## src/core/rsd_pkg.sv

```systemverilog
/*
  Constants, types and register layout for the receive slave-DMA ring engine.
  Assumes a 100 MHz system clock and a 16-bit register port addressed by the
  printed register offsets.
*/
// Notes on behaviour
// [RL1] Exclusive receive-DMA enable moves every accepted frame
// [RL2] Exclusive enable wins over auto-switch enable
// [RL3] Channel select 0..2 picks request/acknowledge pair
// [RL4] Start-of-frame holds offset of latest frame
// [RL5] Frame count: low 12 bits, upper reserved
// [RL6] Byte count reports bytes moved since read
// [RL7] Ring size bit: 16K clear, 64K set
// [RL8] Request only after whole frame is accepted
// [RL9] Host grants by driving acknowledge low
// [RL10] Status word, length word, then data bytes
// [RL11] Burst bit paces request 28 ms / 1.3 ms
// [RL12] Completion updates registers, flag, releases buffer
// [RL13] Interrupt only when frame interrupt enabled
// [RL14] Lost frames increment the missed-frame counter
// [RL15] Receive event reads zero while DMA active
// [RL16] Committed space is never overwritten
// [RL17] Reread, implied skip or ring reset frees
// [RL18] 16-bit words, frames on 32-bit boundaries
// [RL19] Flag set when count non-zero, read-proof
// [RL20] Streaming sets at cycle end; zero count clears
// [RL21] Host reads frame count to learn frames
// [RL22] Count accumulations restart after each read
package rsd_pkg;
  // Register offsets
  localparam logic [15:0] ADDR_CHAN = 16'h0024;
  localparam logic [15:0] ADDR_SOF = 16'h0026;
  localparam logic [15:0] ADDR_FCNT = 16'h0028;
  localparam logic [15:0] ADDR_BCNT = 16'h002a;
  // Field layout and reset values
  localparam int FCNT_W = 12;
  localparam int MISS_W = 10;
  localparam logic [1:0] CHAN_MAX = 2'h2;
  localparam logic [1:0] CHAN_RESET = 2'h0;
  localparam logic [15:0] RING_MASK_16K = 16'h3fff;
  localparam logic [15:0] RING_MASK_64K = 16'hffff;
  localparam logic [16:0] HDR_BYTES = 17'h00004;
  localparam logic [16:0] ALIGN_PAD = 17'h00003;
  localparam logic [16:0] ALIGN_MASK = 17'h1fffc;
  // Burst pacing times and cycle counts
  localparam int CLK_MHZ = 100;
  localparam int BURST_ON_US = 28000;
  localparam int BURST_OFF_US = 1300;
  localparam int BURST_ON_CYC = BURST_ON_US * CLK_MHZ;
  localparam int BURST_OFF_CYC = BURST_OFF_US * CLK_MHZ;
  // Transfer sequence
  typedef enum logic [2:0] {
    ST_IDLE,
    ST_STATUS,
    ST_LENGTH,
    ST_DATA,
    ST_DONE
  } rsd_state_e;
endpackage : rsd_pkg

```

## src/core/rsd_ring.sv

```systemverilog
/*
  Receive slave-DMA ring engine: moves accepted frames from on-chip frame RAM
  to a host ring through one ISA DMA request/acknowledge pair.
  Assumes a frame RAM that presents one accepted frame at a time and steps its
  word on a pop pulse, and a host DMA controller that drives acknowledge low.
*/
`timescale 1ns/1ns
module rsd_ring #(
  parameter int BURST_ON = rsd_pkg::BURST_ON_CYC,
  parameter int BURST_OFF = rsd_pkg::BURST_OFF_CYC
) (
  // Clock and reset
  input wire logic mclk,
  input wire logic srst,
  // Register port
  input wire logic [15:0] regAddr,
  input wire logic regRd,
  input wire logic regWr,
  input wire logic [15:0] regWrData,
  output logic [15:0] regRdData,
  // Configuration bits
  input wire logic rxDmaExclusiveEn,
  input wire logic autoSwitchDmaEn,
  input wire logic dmaRingSizeSel,
  input wire logic dmaBurstPacingEn,
  input wire logic dmaRingReset,
  input wire logic dmaFrameIrqEn,
  input wire logic streamModeEn,
  input wire logic streamCycleEnd,
  input wire logic bufEventRead,
  // Receive event view
  input wire logic [15:0] rxEventIn,
  output logic [15:0] rxEventView,
  // Frame RAM side
  input wire logic frameValid,
  input wire logic [15:0] frameStatus,
  input wire logic [15:0] frameLength,
  input wire logic [15:0] frameData,
  input wire logic frameLost,
  output logic frameWordPop,
  output logic frameRelease,
  output logic dmaActive,
  // ISA DMA pins
  output logic [2:0] dmaReqPin,
  input wire logic [2:0] dmaAckPinN,
  output logic [15:0] dmaData,
  // Status
  output logic dmaFrameReadyFlag,
  output logic dmaFrameIrq,
  output logic [rsd_pkg::MISS_W-1:0] missedFrameCounter
);

  // Three-stage acknowledge synchronisers
  logic [2:0] ackS1;
  logic [2:0] ackS2;
  logic [2:0] ackS3;
  logic [2:0] ackStable;
  genvar gi;
  generate
    for (gi = 0; gi < 3; gi++) begin : gAckSync
      always_ff @(posedge mclk) begin
        if (srst) begin
          ackS1[gi] <= 1'b1;
          ackS2[gi] <= 1'b1;
          ackS3[gi] <= 1'b1;
          ackStable[gi] <= 1'b1;
        end else begin
          ackS1[gi] <= dmaAckPinN[gi];
          ackS2[gi] <= ackS1[gi];
          ackS3[gi] <= ackS2[gi];
          if (ackS2[gi] == ackS3[gi]) begin
            ackStable[gi] <= ackS3[gi];
          end
        end
      end
    end
  endgenerate

  // Byte footprint of a frame in the ring, rounded to a double word
  function automatic logic [16:0] ringFoot(input logic [15:0] len);
    ringFoot = ({1'b0, len} + rsd_pkg::HDR_BYTES + rsd_pkg::ALIGN_PAD) & rsd_pkg::ALIGN_MASK;
  endfunction : ringFoot

  // Engine state
  rsd_pkg::rsd_state_e state, next_state;
  logic [1:0] chanSel, next_chanSel;
  logic [15:0] wrPtr, next_wrPtr;
  logic [15:0] frameStart, next_frameStart;
  logic [15:0] batchBase, next_batchBase;
  logic [15:0] commitLo, next_commitLo;
  logic commitActive, next_commitActive;
  logic [15:0] startOffset, next_startOffset;
  logic [rsd_pkg::FCNT_W-1:0] frameCount, next_frameCount;
  logic [15:0] byteCount, next_byteCount;
  logic [15:0] wordsLeft, next_wordsLeft;
  logic [15:0] curLength, next_curLength;
  logic [31:0] burstCnt, next_burstCnt;
  logic burstOn, next_burstOn;
  logic ackLow, next_ackLow;
  logic [rsd_pkg::MISS_W-1:0] next_missedFrameCounter;
  logic next_dmaFrameReadyFlag;
  logic [2:0] next_dmaReqPin;
  logic [15:0] next_dmaData;
  logic next_frameWordPop;
  logic next_frameRelease;
  logic [15:0] next_regRdData;

  // Decoded helpers
  logic [15:0] ringMask;
  logic dmaOn;
  logic ackNow;
  logic wordTaken;
  logic fcntRead;
  logic bcntRead;
  logic [16:0] freeBytes;
  logic [16:0] footCur;
  logic spaceOk;

  assign ringMask = dmaRingSizeSel ? rsd_pkg::RING_MASK_64K : rsd_pkg::RING_MASK_16K; // RL7
  assign dmaOn = rxDmaExclusiveEn; // RL1 RL2
  assign ackNow = (chanSel <= rsd_pkg::CHAN_MAX) ? !ackStable[chanSel] : 1'b0; // RL9
  assign wordTaken = ackNow && !ackLow;
  assign fcntRead = regRd && (regAddr == rsd_pkg::ADDR_FCNT);
  assign bcntRead = regRd && (regAddr == rsd_pkg::ADDR_BCNT);
  assign freeBytes = {1'b0, (commitLo - wrPtr) & ringMask};
  assign footCur = ringFoot(curLength); // RL18
  assign spaceOk = !commitActive || ((freeBytes != 17'h00000) && (ringFoot(frameLength) <= freeBytes)); // RL16

  // Next-state logic for the transfer, ring and counters
  always_comb begin
    next_state = state;
    next_chanSel = chanSel;
    next_wrPtr = wrPtr;
    next_frameStart = frameStart;
    next_batchBase = batchBase;
    next_commitLo = commitLo;
    next_commitActive = commitActive;
    next_startOffset = startOffset;
    next_frameCount = fcntRead ? '0 : frameCount; // RL22
    next_byteCount = bcntRead ? 16'h0000 : byteCount; // RL22
    next_wordsLeft = wordsLeft;
    next_curLength = curLength;
    next_burstCnt = burstCnt;
    next_burstOn = burstOn;
    next_ackLow = ackNow;
    next_missedFrameCounter = missedFrameCounter + (frameLost ? 1'b1 : 1'b0); // RL14
    next_dmaData = dmaData;
    next_frameWordPop = 1'b0;
    next_frameRelease = 1'b0;
    // Channel select accepts only legal pair numbers
    if (regWr && (regAddr == rsd_pkg::ADDR_CHAN) && (regWrData[1:0] <= rsd_pkg::CHAN_MAX) &&
        (regWrData[15:2] == 14'h0000)) begin
      next_chanSel = regWrData[1:0]; // RL3
    end
    // Commit the batch on a frame-count read, freeing the previous one
    if (fcntRead) begin
      next_commitActive = (frameCount != '0); // RL16 RL17 RL21
      if (frameCount != '0) begin
        next_commitLo = batchBase;
        next_batchBase = wrPtr;
      end
    end else if (bufEventRead && dmaFrameReadyFlag && (frameCount != '0)) begin
      next_commitActive = 1'b0; // RL17
    end
    // Transfer sequence
    unique case (state)
      rsd_pkg::ST_IDLE: begin
        if (dmaOn && frameValid && spaceOk) begin // RL8 RL16
          next_state = rsd_pkg::ST_STATUS;
          next_frameStart = wrPtr; // RL18
          next_curLength = frameLength;
          next_wordsLeft = (frameLength + 16'h0001) >> 1;
          next_dmaData = frameStatus; // RL10
          next_burstCnt = 32'h0000_0000;
          next_burstOn = 1'b1;
        end
      end
      rsd_pkg::ST_STATUS: begin
        if (wordTaken) begin
          next_state = rsd_pkg::ST_LENGTH;
          next_dmaData = curLength; // RL10
        end
      end
      rsd_pkg::ST_LENGTH: begin
        if (wordTaken) begin
          next_state = (wordsLeft == 16'h0000) ? rsd_pkg::ST_DONE : rsd_pkg::ST_DATA;
          next_dmaData = frameData; // RL10 RL18
        end
      end
      rsd_pkg::ST_DATA: begin
        if (wordTaken) begin
          next_frameWordPop = 1'b1;
          next_wordsLeft = wordsLeft - 16'h0001;
          if (wordsLeft == 16'h0001) begin
            next_state = rsd_pkg::ST_DONE;
          end
        end else begin
          next_dmaData = frameData;
        end
      end
      rsd_pkg::ST_DONE: begin
        next_state = rsd_pkg::ST_IDLE;
        next_startOffset = frameStart & ringMask; // RL4 RL7 RL12
        next_frameCount = next_frameCount + 1'b1; // RL5 RL12
        next_byteCount = next_byteCount + curLength + rsd_pkg::HDR_BYTES[15:0]; // RL6 RL12
        next_wrPtr = (wrPtr + footCur[15:0]) & ringMask; // RL18
        next_frameRelease = 1'b1; // RL12
      end
    endcase
    // Burst pacing of the request
    if (state != rsd_pkg::ST_IDLE) begin
      next_burstCnt = burstCnt + 32'h0000_0001;
      if (burstOn && (burstCnt >= 32'(BURST_ON - 1))) begin
        next_burstOn = 1'b0; // RL11
        next_burstCnt = 32'h0000_0000;
      end else if (!burstOn && (burstCnt >= 32'(BURST_OFF - 1))) begin
        next_burstOn = 1'b1; // RL11
        next_burstCnt = 32'h0000_0000;
      end
    end
    // Ring reset frees everything
    if (dmaRingReset) begin
      next_commitActive = 1'b0; // RL17
      next_wrPtr = 16'h0000;
      next_batchBase = 16'h0000;
      next_commitLo = 16'h0000;
    end
  end

  // Flag, request pins and register read data
  always_comb begin
    next_dmaFrameReadyFlag = dmaFrameReadyFlag;
    if (next_frameCount == '0) begin
      next_dmaFrameReadyFlag = 1'b0; // RL20
    end else if (streamModeEn) begin
      next_dmaFrameReadyFlag = dmaFrameReadyFlag || streamCycleEnd; // RL20
    end else begin
      next_dmaFrameReadyFlag = 1'b1; // RL19
    end
    next_dmaReqPin = 3'h0;
    if ((next_state == rsd_pkg::ST_STATUS) || (next_state == rsd_pkg::ST_LENGTH) ||
        (next_state == rsd_pkg::ST_DATA)) begin
      if ((next_chanSel <= rsd_pkg::CHAN_MAX) && (!dmaBurstPacingEn || next_burstOn)) begin
        next_dmaReqPin[next_chanSel] = 1'b1; // RL8 RL11
      end
    end
    next_regRdData = 16'h0000;
    if (regRd) begin
      unique case (regAddr)
        rsd_pkg::ADDR_CHAN: next_regRdData = {14'h0000, chanSel};
        rsd_pkg::ADDR_SOF: next_regRdData = startOffset;
        rsd_pkg::ADDR_FCNT: next_regRdData = {4'h0, frameCount}; // RL5
        rsd_pkg::ADDR_BCNT: next_regRdData = byteCount;
        default: next_regRdData = 16'h0000;
      endcase
    end
  end

  // Registers
  always_ff @(posedge mclk) begin
    if (srst) begin
      state <= rsd_pkg::ST_IDLE;
      chanSel <= rsd_pkg::CHAN_RESET;
      wrPtr <= 16'h0000;
      frameStart <= 16'h0000;
      batchBase <= 16'h0000;
      commitLo <= 16'h0000;
      commitActive <= 1'b0;
      startOffset <= 16'h0000;
      frameCount <= '0;
      byteCount <= 16'h0000;
      wordsLeft <= 16'h0000;
      curLength <= 16'h0000;
      burstCnt <= 32'h0000_0000;
      burstOn <= 1'b1;
      ackLow <= 1'b0;
      missedFrameCounter <= '0;
      dmaFrameReadyFlag <= 1'b0;
      dmaFrameIrq <= 1'b0;
      dmaReqPin <= 3'h0;
      dmaData <= 16'h0000;
      frameWordPop <= 1'b0;
      frameRelease <= 1'b0;
      dmaActive <= 1'b0;
      regRdData <= 16'h0000;
      rxEventView <= 16'h0000;
    end else begin
      state <= next_state;
      chanSel <= next_chanSel;
      wrPtr <= next_wrPtr;
      frameStart <= next_frameStart;
      batchBase <= next_batchBase;
      commitLo <= next_commitLo;
      commitActive <= next_commitActive;
      startOffset <= next_startOffset;
      frameCount <= next_frameCount;
      byteCount <= next_byteCount;
      wordsLeft <= next_wordsLeft;
      curLength <= next_curLength;
      burstCnt <= next_burstCnt;
      burstOn <= next_burstOn;
      ackLow <= next_ackLow;
      missedFrameCounter <= next_missedFrameCounter;
      dmaFrameReadyFlag <= next_dmaFrameReadyFlag;
      dmaFrameIrq <= next_dmaFrameReadyFlag && dmaFrameIrqEn; // RL13
      dmaReqPin <= next_dmaReqPin;
      dmaData <= next_dmaData;
      frameWordPop <= next_frameWordPop;
      frameRelease <= next_frameRelease;
      dmaActive <= dmaOn || (autoSwitchDmaEn && 1'b0); // RL2
      regRdData <= next_regRdData;
      rxEventView <= dmaOn ? 16'h0000 : rxEventIn; // RL15
    end
  end

endmodule : rsd_ring

```

## config.mk

```make
export PLATFORM = sky130hd
export DESIGN_NAME = rsd_ring
export DESIGN_NICKNAME = d
export VERILOG_FILES = /design/src/core/rsd_pkg.sv /design/src/core/rsd_ring.sv
export SDC_FILE = /design/constraint.sdc
export NUM_CORES = 1
export LEC_CHECK = 0
export ABC_AREA = 1
export BUFFER_PORTS_ARGS = -buffer_cell sky130_fd_sc_hd__clkbuf_2
export CORE_MARGIN = 2
export CORE_UTILIZATION = 24
export DETAILED_ROUTE_END_ITERATION = 10
export PLACE_DENSITY = 0.44
export SETUP_SLACK_MARGIN = 0.3
export SLEW_MARGIN = 30
export SYNTH_ARGS = -nofsm -noshare
export SYNTH_HDL_FRONTEND = slang
export SYNTH_SLANG_ARGS = --single-unit
```

## constraint.sdc

```tcl
create_clock -name mclk -period 9.06 [get_ports mclk]
set_input_delay 0.906 -clock mclk [delete_from_list [all_inputs] [get_ports mclk]]
set_output_delay 0.906 -clock mclk [all_outputs]
set_load 0.005 [all_outputs]
```

; ---- Yosys cells after proc, flatten, opt, wreduce, memory -nomap -nowiden
; Cells that the tools add are included.
[totals]
ff_bits = 258
input_bits = 114
output_inout_bits = 66
elab_cells = 178
[classes]
add_sub_neg = 13
magnitude_cmp = 9
n_eq_ne = 20
muxes = 44
n_bitwise = 7
reduce_logical = 48
[op_table]
columns = cell, count
row1 = 32-bit 2-to-1 mux, 5
row2 = 16-bit 2-to-1 mux, 9
row3 = 16-bit one-hot mux with 4 select lines, 2
row4 = 16-bit by 6-bit == test with 1-bit output (second input constant), 4
row5 = 16-bit bitwise AND, 3
row6 = 16-bit adder, 2
row7 = 16-bit by 3-bit adder with 16-bit output (second input constant), 2
row8 = 32-bit by 1-bit adder with 32-bit output (second input constant), 1
row9 = 32-bit by 17-bit >= comparator with 1-bit output (second input constant), 1
row10 = 32-bit by 22-bit >= comparator with 1-bit output (second input constant), 1
row11 = 16-bit one-hot mux with 2 select lines, 1
row12 = 12-bit 2-to-1 mux, 2
row13 = 3-bit 2-to-1 mux, 6
row14 = 16-bit by 3-bit adder with 17-bit output (second input constant), 1
row15 = 17-bit by 2-bit adder with 17-bit output (second input constant), 1
row16 = 17-bit by 16-bit less-or-equal comparator with 1-bit output, 1
row17 = 17-bit nonzero test, 1
row18 = 16-bit by 1-bit adder with 16-bit output (second input constant), 1
row19 = 16-bit by 2-bit adder with 16-bit output (second input constant), 1
row20 = 16-bit by 1-bit == test with 1-bit output (second input constant), 1
row21 = 1-bit logical AND, 16
row22 = 16-bit zero test, 1
row23 = 16-bit by 1-bit subtractor with 16-bit output (second input constant), 1
row24 = 16-bit subtractor, 1
row25 = 30 further kinds, 76

; ---- Longest topological paths before layout
[logic_depth]
depth_word = 15
mapped_depth = 26
depth_no_buf = 26

; ---- Worst setup path before layout
; Ideal clock, no wire load.
[synth_path]
path_type = input to register
start = in regAddr[15]
end = reg byteCount[12]
setup_time_ns = 0.121
arrival_ns = 3.766
required_ns = 8.939
path_slack_ns = 5.173
path_stages = 23
n_path_buf = 1
cell_sequence = nor2_1 nand2_1 nor2_1 nand3_1 clkinv_1 nand2_1 clkbuf_1 nand2_1 inv_1 ha_1 ha_1 nand3_1 nand3_1 nand2_1 nand2_1 a21oi_1 o21ai_0 inv_1 o21a_1 o21ai_0 nand2_1 nand2_1 o22ai_1
[synth_between]
elab_chain_cells = 6
[synth_rtl]
columns = element, line
row1 = from (decl), rsd_ring.sv:16  ; input wire logic [15:0] regAddr,
row2 = 16-bit by 6-bit == test with 1-bit output *, rsd_ring.sv:124  ; assign bcntRead = regRd && (regAddr == rsd_pkg::ADDR_BCNT);
row3 = 1-bit logical AND *, rsd_ring.sv:124
row4 = 16-bit 2-to-1 mux *, rsd_ring.sv:140  ; next_byteCount = bcntRead ? 16'h0000 : byteCount;
row5 = 16-bit adder, rsd_ring.sv:205  ; next_byteCount = next_byteCount + curLength + rsd_pkg::HDR_BYTES[15:0];
row6 = 16-bit by 3-bit adder with 16-bit output, rsd_ring.sv:205
row7 = 16-bit 2-to-1 mux *, rsd_ring.sv:166  ; unique case (state)
row8 = to (signal assigned), rsd_ring.sv:297  ; byteCount <= next_byteCount;
row9 = to (decl), rsd_ring.sv:94  ; logic [15:0] byteCount, next_byteCount;
; Every way passes the cells marked *; elsewhere a longest branch is shown, timed or not.
; A chain may end at the register's enable or synchronous reset.

; ---- Worst setup path in the final report
[layout_path]
start = in frameLength[1]
end = reg wordsLeft[10]
[layout_between]
elab_chain_cells = 8
elab_cells_between_ends = 11
cone_classes = add/sub (3) / order compare (1) / eq/ne (1) / mux (2) / reduce/logical (4)
[layout_rtl]
columns = element, line
row1 = from (decl), rsd_ring.sv:37  ; input wire logic [15:0] frameLength,
row2 = 16-bit by 3-bit adder with 17-bit output, rsd_ring.sv:81  ; ringFoot = ({1'b0, len} + rsd_pkg::HDR_BYTES + rsd_pkg::ALIGN_PAD) & rsd_pkg::ALIGN_MASK;
row3 = 17-bit by 2-bit adder with 17-bit output, rsd_ring.sv:81
row4 = 17-bit by 16-bit less-or-equal comparator with 1-bit output, rsd_ring.sv:127  ; assign spaceOk = !commitActive || ((freeBytes != 17'h00000) && (ringFoot(frameLength) <= freeBytes));
row5 = 1-bit logical AND, rsd_ring.sv:127
row6 = 1-bit logical OR, rsd_ring.sv:127
row7 = 1-bit logical AND, rsd_ring.sv:168  ; if (dmaOn && frameValid && spaceOk) begin
row8 = 2-bit != test (no source line), --
row9 = 3-bit AND reduction (no source line), --
row10 = to (signal assigned), rsd_ring.sv:298  ; wordsLeft <= next_wordsLeft;
row11 = to (decl), rsd_ring.sv:95  ; logic [15:0] wordsLeft, next_wordsLeft;
; Several ways; a longest one is shown, not always the timed one. The select of a mux whose other input is x is not followed.

==> metrics.log <==
[metrics] Sinks on Clock Net: 248
[metrics] Flop pwr share: a little over two fifths
[metrics] number of library cell types mapped by synthesis: 50
[metrics] die outline height: 244 um
[metrics] source of the worst register-to-register timing path: wrPtr[2]
[metrics] number of buffers added on ports: 178
[metrics] Gate power share: 13.0%
[metrics] FFs w/ async S/R, synth: 0%
[metrics] proportion of synthesized area in mux cells: 0%
[metrics] final worst path period share: 48.5%
[metrics] Syn Std Cell Area: approximately 14000 um2
[metrics] cell-internal power: 1940 uW
[metrics] number of post-CTS setup repair buffers: 0
[metrics] post-synthesis cell type with the largest combined area: dfxtp_1
[metrics] final core utilization: between 20 and 30%
[metrics] width of the chip: roughly 240 um
[metrics] Num CTS Buffers: 30
[metrics] area growth from synthesis to layout: 18.8%
[metrics] worst min-delay path category: register to register
[metrics] IR drop worst, VDD: 0.000139 V
[metrics] leading post-synthesis cells by cell area: dfxtp_1 36%, nand2_1 9.8%, inv_1 7.4%, ha_1 7.0%, nor2_1 6.8%
[metrics] xor/xnor cell area share of the yosys netlist: 4.58%
[metrics] endpoint class of the critical path: register
[metrics] Overall Global Routing Usage: 14.3%
[metrics] crit path launch: frameLength[1]
[metrics] number of failing setup endpoints in the final timing report: 0
[metrics] Via Count: ~13000
[metrics] synthesized-area fraction occupied by adder cells: 7.43%
[metrics] unrepaired setup endpoints after global routing: no
[metrics] simple logic cell fraction of the synthesized area: 26.0%
[metrics] vias in the first global route: 12500
[metrics] Slew headroom: 40.5%
[metrics] total wire length after detailed routing: 43400 um
[metrics] DRT antenna net count: 0
[metrics] type of the worst setup path: input port to register
[metrics] Net Sw Power: 731 uW
[metrics] data required time at the worst endpoint: 9520 ps
[metrics] number of search-and-repair iterations in the first detailed-routing pass: 5
[metrics] largest net degree at the start of global routing: 78
[metrics] compound-gate portion of the synthesized area: 16.0%
[metrics] number of storage elements in the synthesis netlist: between 200 and 250
[metrics] number of DRC markers after the initial detailed-route iteration: 799
[metrics] fraction of layout cells with a size suffix above 1: 13.1%
[metrics] buffer levels on the longest clock path: 3
[metrics] Ys Warns: 0
[metrics] switching part of the total power: between 20 and 30%
[metrics] global placer's final weighted congestion: 0.863
[metrics] area of the core: 56600 um2
[metrics] number of core rows: 87
[metrics] count of hold buffers inserted by post-cts repair: 0
[metrics] most used flip-flop cell after synthesis: dfxtp_1
[metrics] Final Slew Violations: 0
[metrics] combinational family with the most area after synthesis: simple AND/OR/NAND/NOR gates
[metrics] EDFF count, synth: 0
[metrics] crit path setup slack, layout: 4660 ps
[metrics] Final Hold Viols: 0
[metrics] leading cell types by count after synthesis: 358 x nand2_1, 270 x inv_1, 251 x nor2_1
[metrics] pin slew with the least headroom to its limit: 893 ps
[metrics] die area: between 50000 and 60000 um2
[metrics] number of nets in the layout: 2322
[metrics] sequential-to-total area share from yosys stat: 36.0%
[metrics] DR DRC count: 0
[metrics] fraction of synthesized cell area taken by the top area cell type: between 30% and 40%
[metrics] antenna violations before repair: 0
[metrics] Hold Slack: 408 ps
[metrics] CTS H-tree depth: 1
[metrics] aggregate global routing overflow: 0
[metrics] Clock transition at path regs: about 60 ps
[metrics] maximum operating frequency: 0.228 GHz
[metrics] mean area per synthesized cell: 7.01 um2
[metrics] CP startpoint kind: input port
[metrics] first-pass GRT wire length: 68500 um
[metrics] data arrival time at the worst-slack endpoint: 4860 ps
[metrics] shortest clock period the worst path allows after layout: 4400 ps
[metrics] worst clock skew on the final layout: 14.6 ps
[metrics] I/O pins: 180
[metrics] most instantiated library cell after synthesis: nand2_1
[metrics] beginning of the worst hold path: ackS1[0]
[metrics] routed wirelength normalized by instance count: approximately 15 um
[metrics] total power per unit cell area: 163 nW/um2
[metrics] root buffer selected by CTS: clkbuf_16
[metrics] Synth Net Count: ~2200
[metrics] clock network fraction of design power: 43.5%
[metrics] Fin Setup TNS: 0 ps
[metrics] number of violations of the max-capacitance limit: 0
[metrics] CTS tree: done
[metrics] cell leakage power: 0.00738 uW
[metrics] worst-path fanout max: 63
[metrics] post-detailed-route via-to-cell ratio: 4.54
[metrics] Post-Place Worst Slack: 4050 ps
[metrics] count of cells resized by post-cts repair: 0
[metrics] number of cells produced by synthesis: 1966
[metrics] starting density of the core: between 20 and 25%
[metrics] HPWL after DPL: 33600 um
[metrics] clock latency on the worst-skew pair: 580 ps
[metrics] n_diodes: 0
[metrics] status: completed
==> flip-flops by register name, indices dropped and copies added, names as in the netlist, 16 cells and up <==
name         cells
regRdData       16
burstCnt        32
byteCount       16
rxEventView     16
dmaData         16
curLength       16
wordsLeft       16
==> final cells by class <==
class                      count  area (um2)
fill                        6275       40200
clock inverter                 6        95.1
clock buffer                  44         833
timing repair buffer         192        1010
sequential                   248        4960
tap                          756         946
inverter                     285        1070
multi-input combinational   1371        7440
==> stage by stage <==
stage          power [uW]  std cells  instance area [um2]
2_1_floorplan        1390       1966                13800
3_3_place_gp         1520       2850                15400
3_5_place_dp         1530       2852                15400
4_1_cts              2710       2902                16400
5_1_grt              2800       2902                16400
6_report             2670       2902                16400
==> metal layers <==
layer | global-route usage [%] | part of all wire, % | wire length, um
met4 | 3.21 | 2.1 | 907
met5 | 0 | 0 | 0
met2 | 22.4 | 43 | 18600
met3 | 2.26 | 5.1 | 2210
met1 | 20.7 | 50 | 21700
==> kinds of logic after synthesis <==
| logic type | count (synthesis) |
|---|---|
| DFF | 248 |
| xor gates and xnor gates | 72 |
| AOI/OAI and AO/OA | 391 |
| adders and majority gates | 80 |
| and+or+nand+nor | 828 |
| buffers and inverters | 347 |
==> layout by cell type, fill, tap and decap left out, types with 18 or more instances in the layout <==
| cell | instances |
|---|---|
| a21oi_1 | 167 |
| a221oi_1 | 26 |
| clkbuf_16 | 30 |
| clkbuf_2 | 177 |
| dfxtp_1 | 248 |
| ha_1 | 77 |
| inv_1 | 269 |
| nand2_1 | 358 |
| nand3_1 | 94 |
| nand4_1 | 18 |
| nor2_1 | 251 |
| nor3_1 | 33 |
| o21ai_0 | 134 |
| xnor2_1 | 18 |
| xor2_1 | 54 |
==> power by group through the flow <==
stage	sequential, uW	clock [uW]	combinational (uW)
5_1_grt	1160	1250	393
6_report	1160	1160	348
3_3_place_gp	1180	0	343
2_1_floorplan	1170	0	220
3_5_place_dp	1180	0	351
4_1_cts	1160	1200	353
==> critical path: stages <==
cell	delay, ps
clkbuf_2	130
inv_1	90
ha_1	240
a21oi_4	220
nand3_1	140
nor2_1	220
nand2_1	100
xor2_1	200
ha_1	290
a21oi_1	150
o31a_1	150
nor2_1	50
nor2_1	80
nand2_1	50
nand2_1	60
nand2_1	140
nand2_2	170
nand3_4	540
nand2_4	500
inv_2	180
a21oi_1	160
nor2_1	60
==> worst paths after layout <==
path / end / slack [ps] / depth (start not counted)
hold / removal: ackS2[0] / 410 / 1
hold reg to reg: ackS2[0] / 410 / 1
setup / recovery: wordsLeft[10] / 4660 / 22
setup reg to reg: wordsLeft[10] / 4700 / 21
No activity file was read; power rests on OpenSTA's default activity.
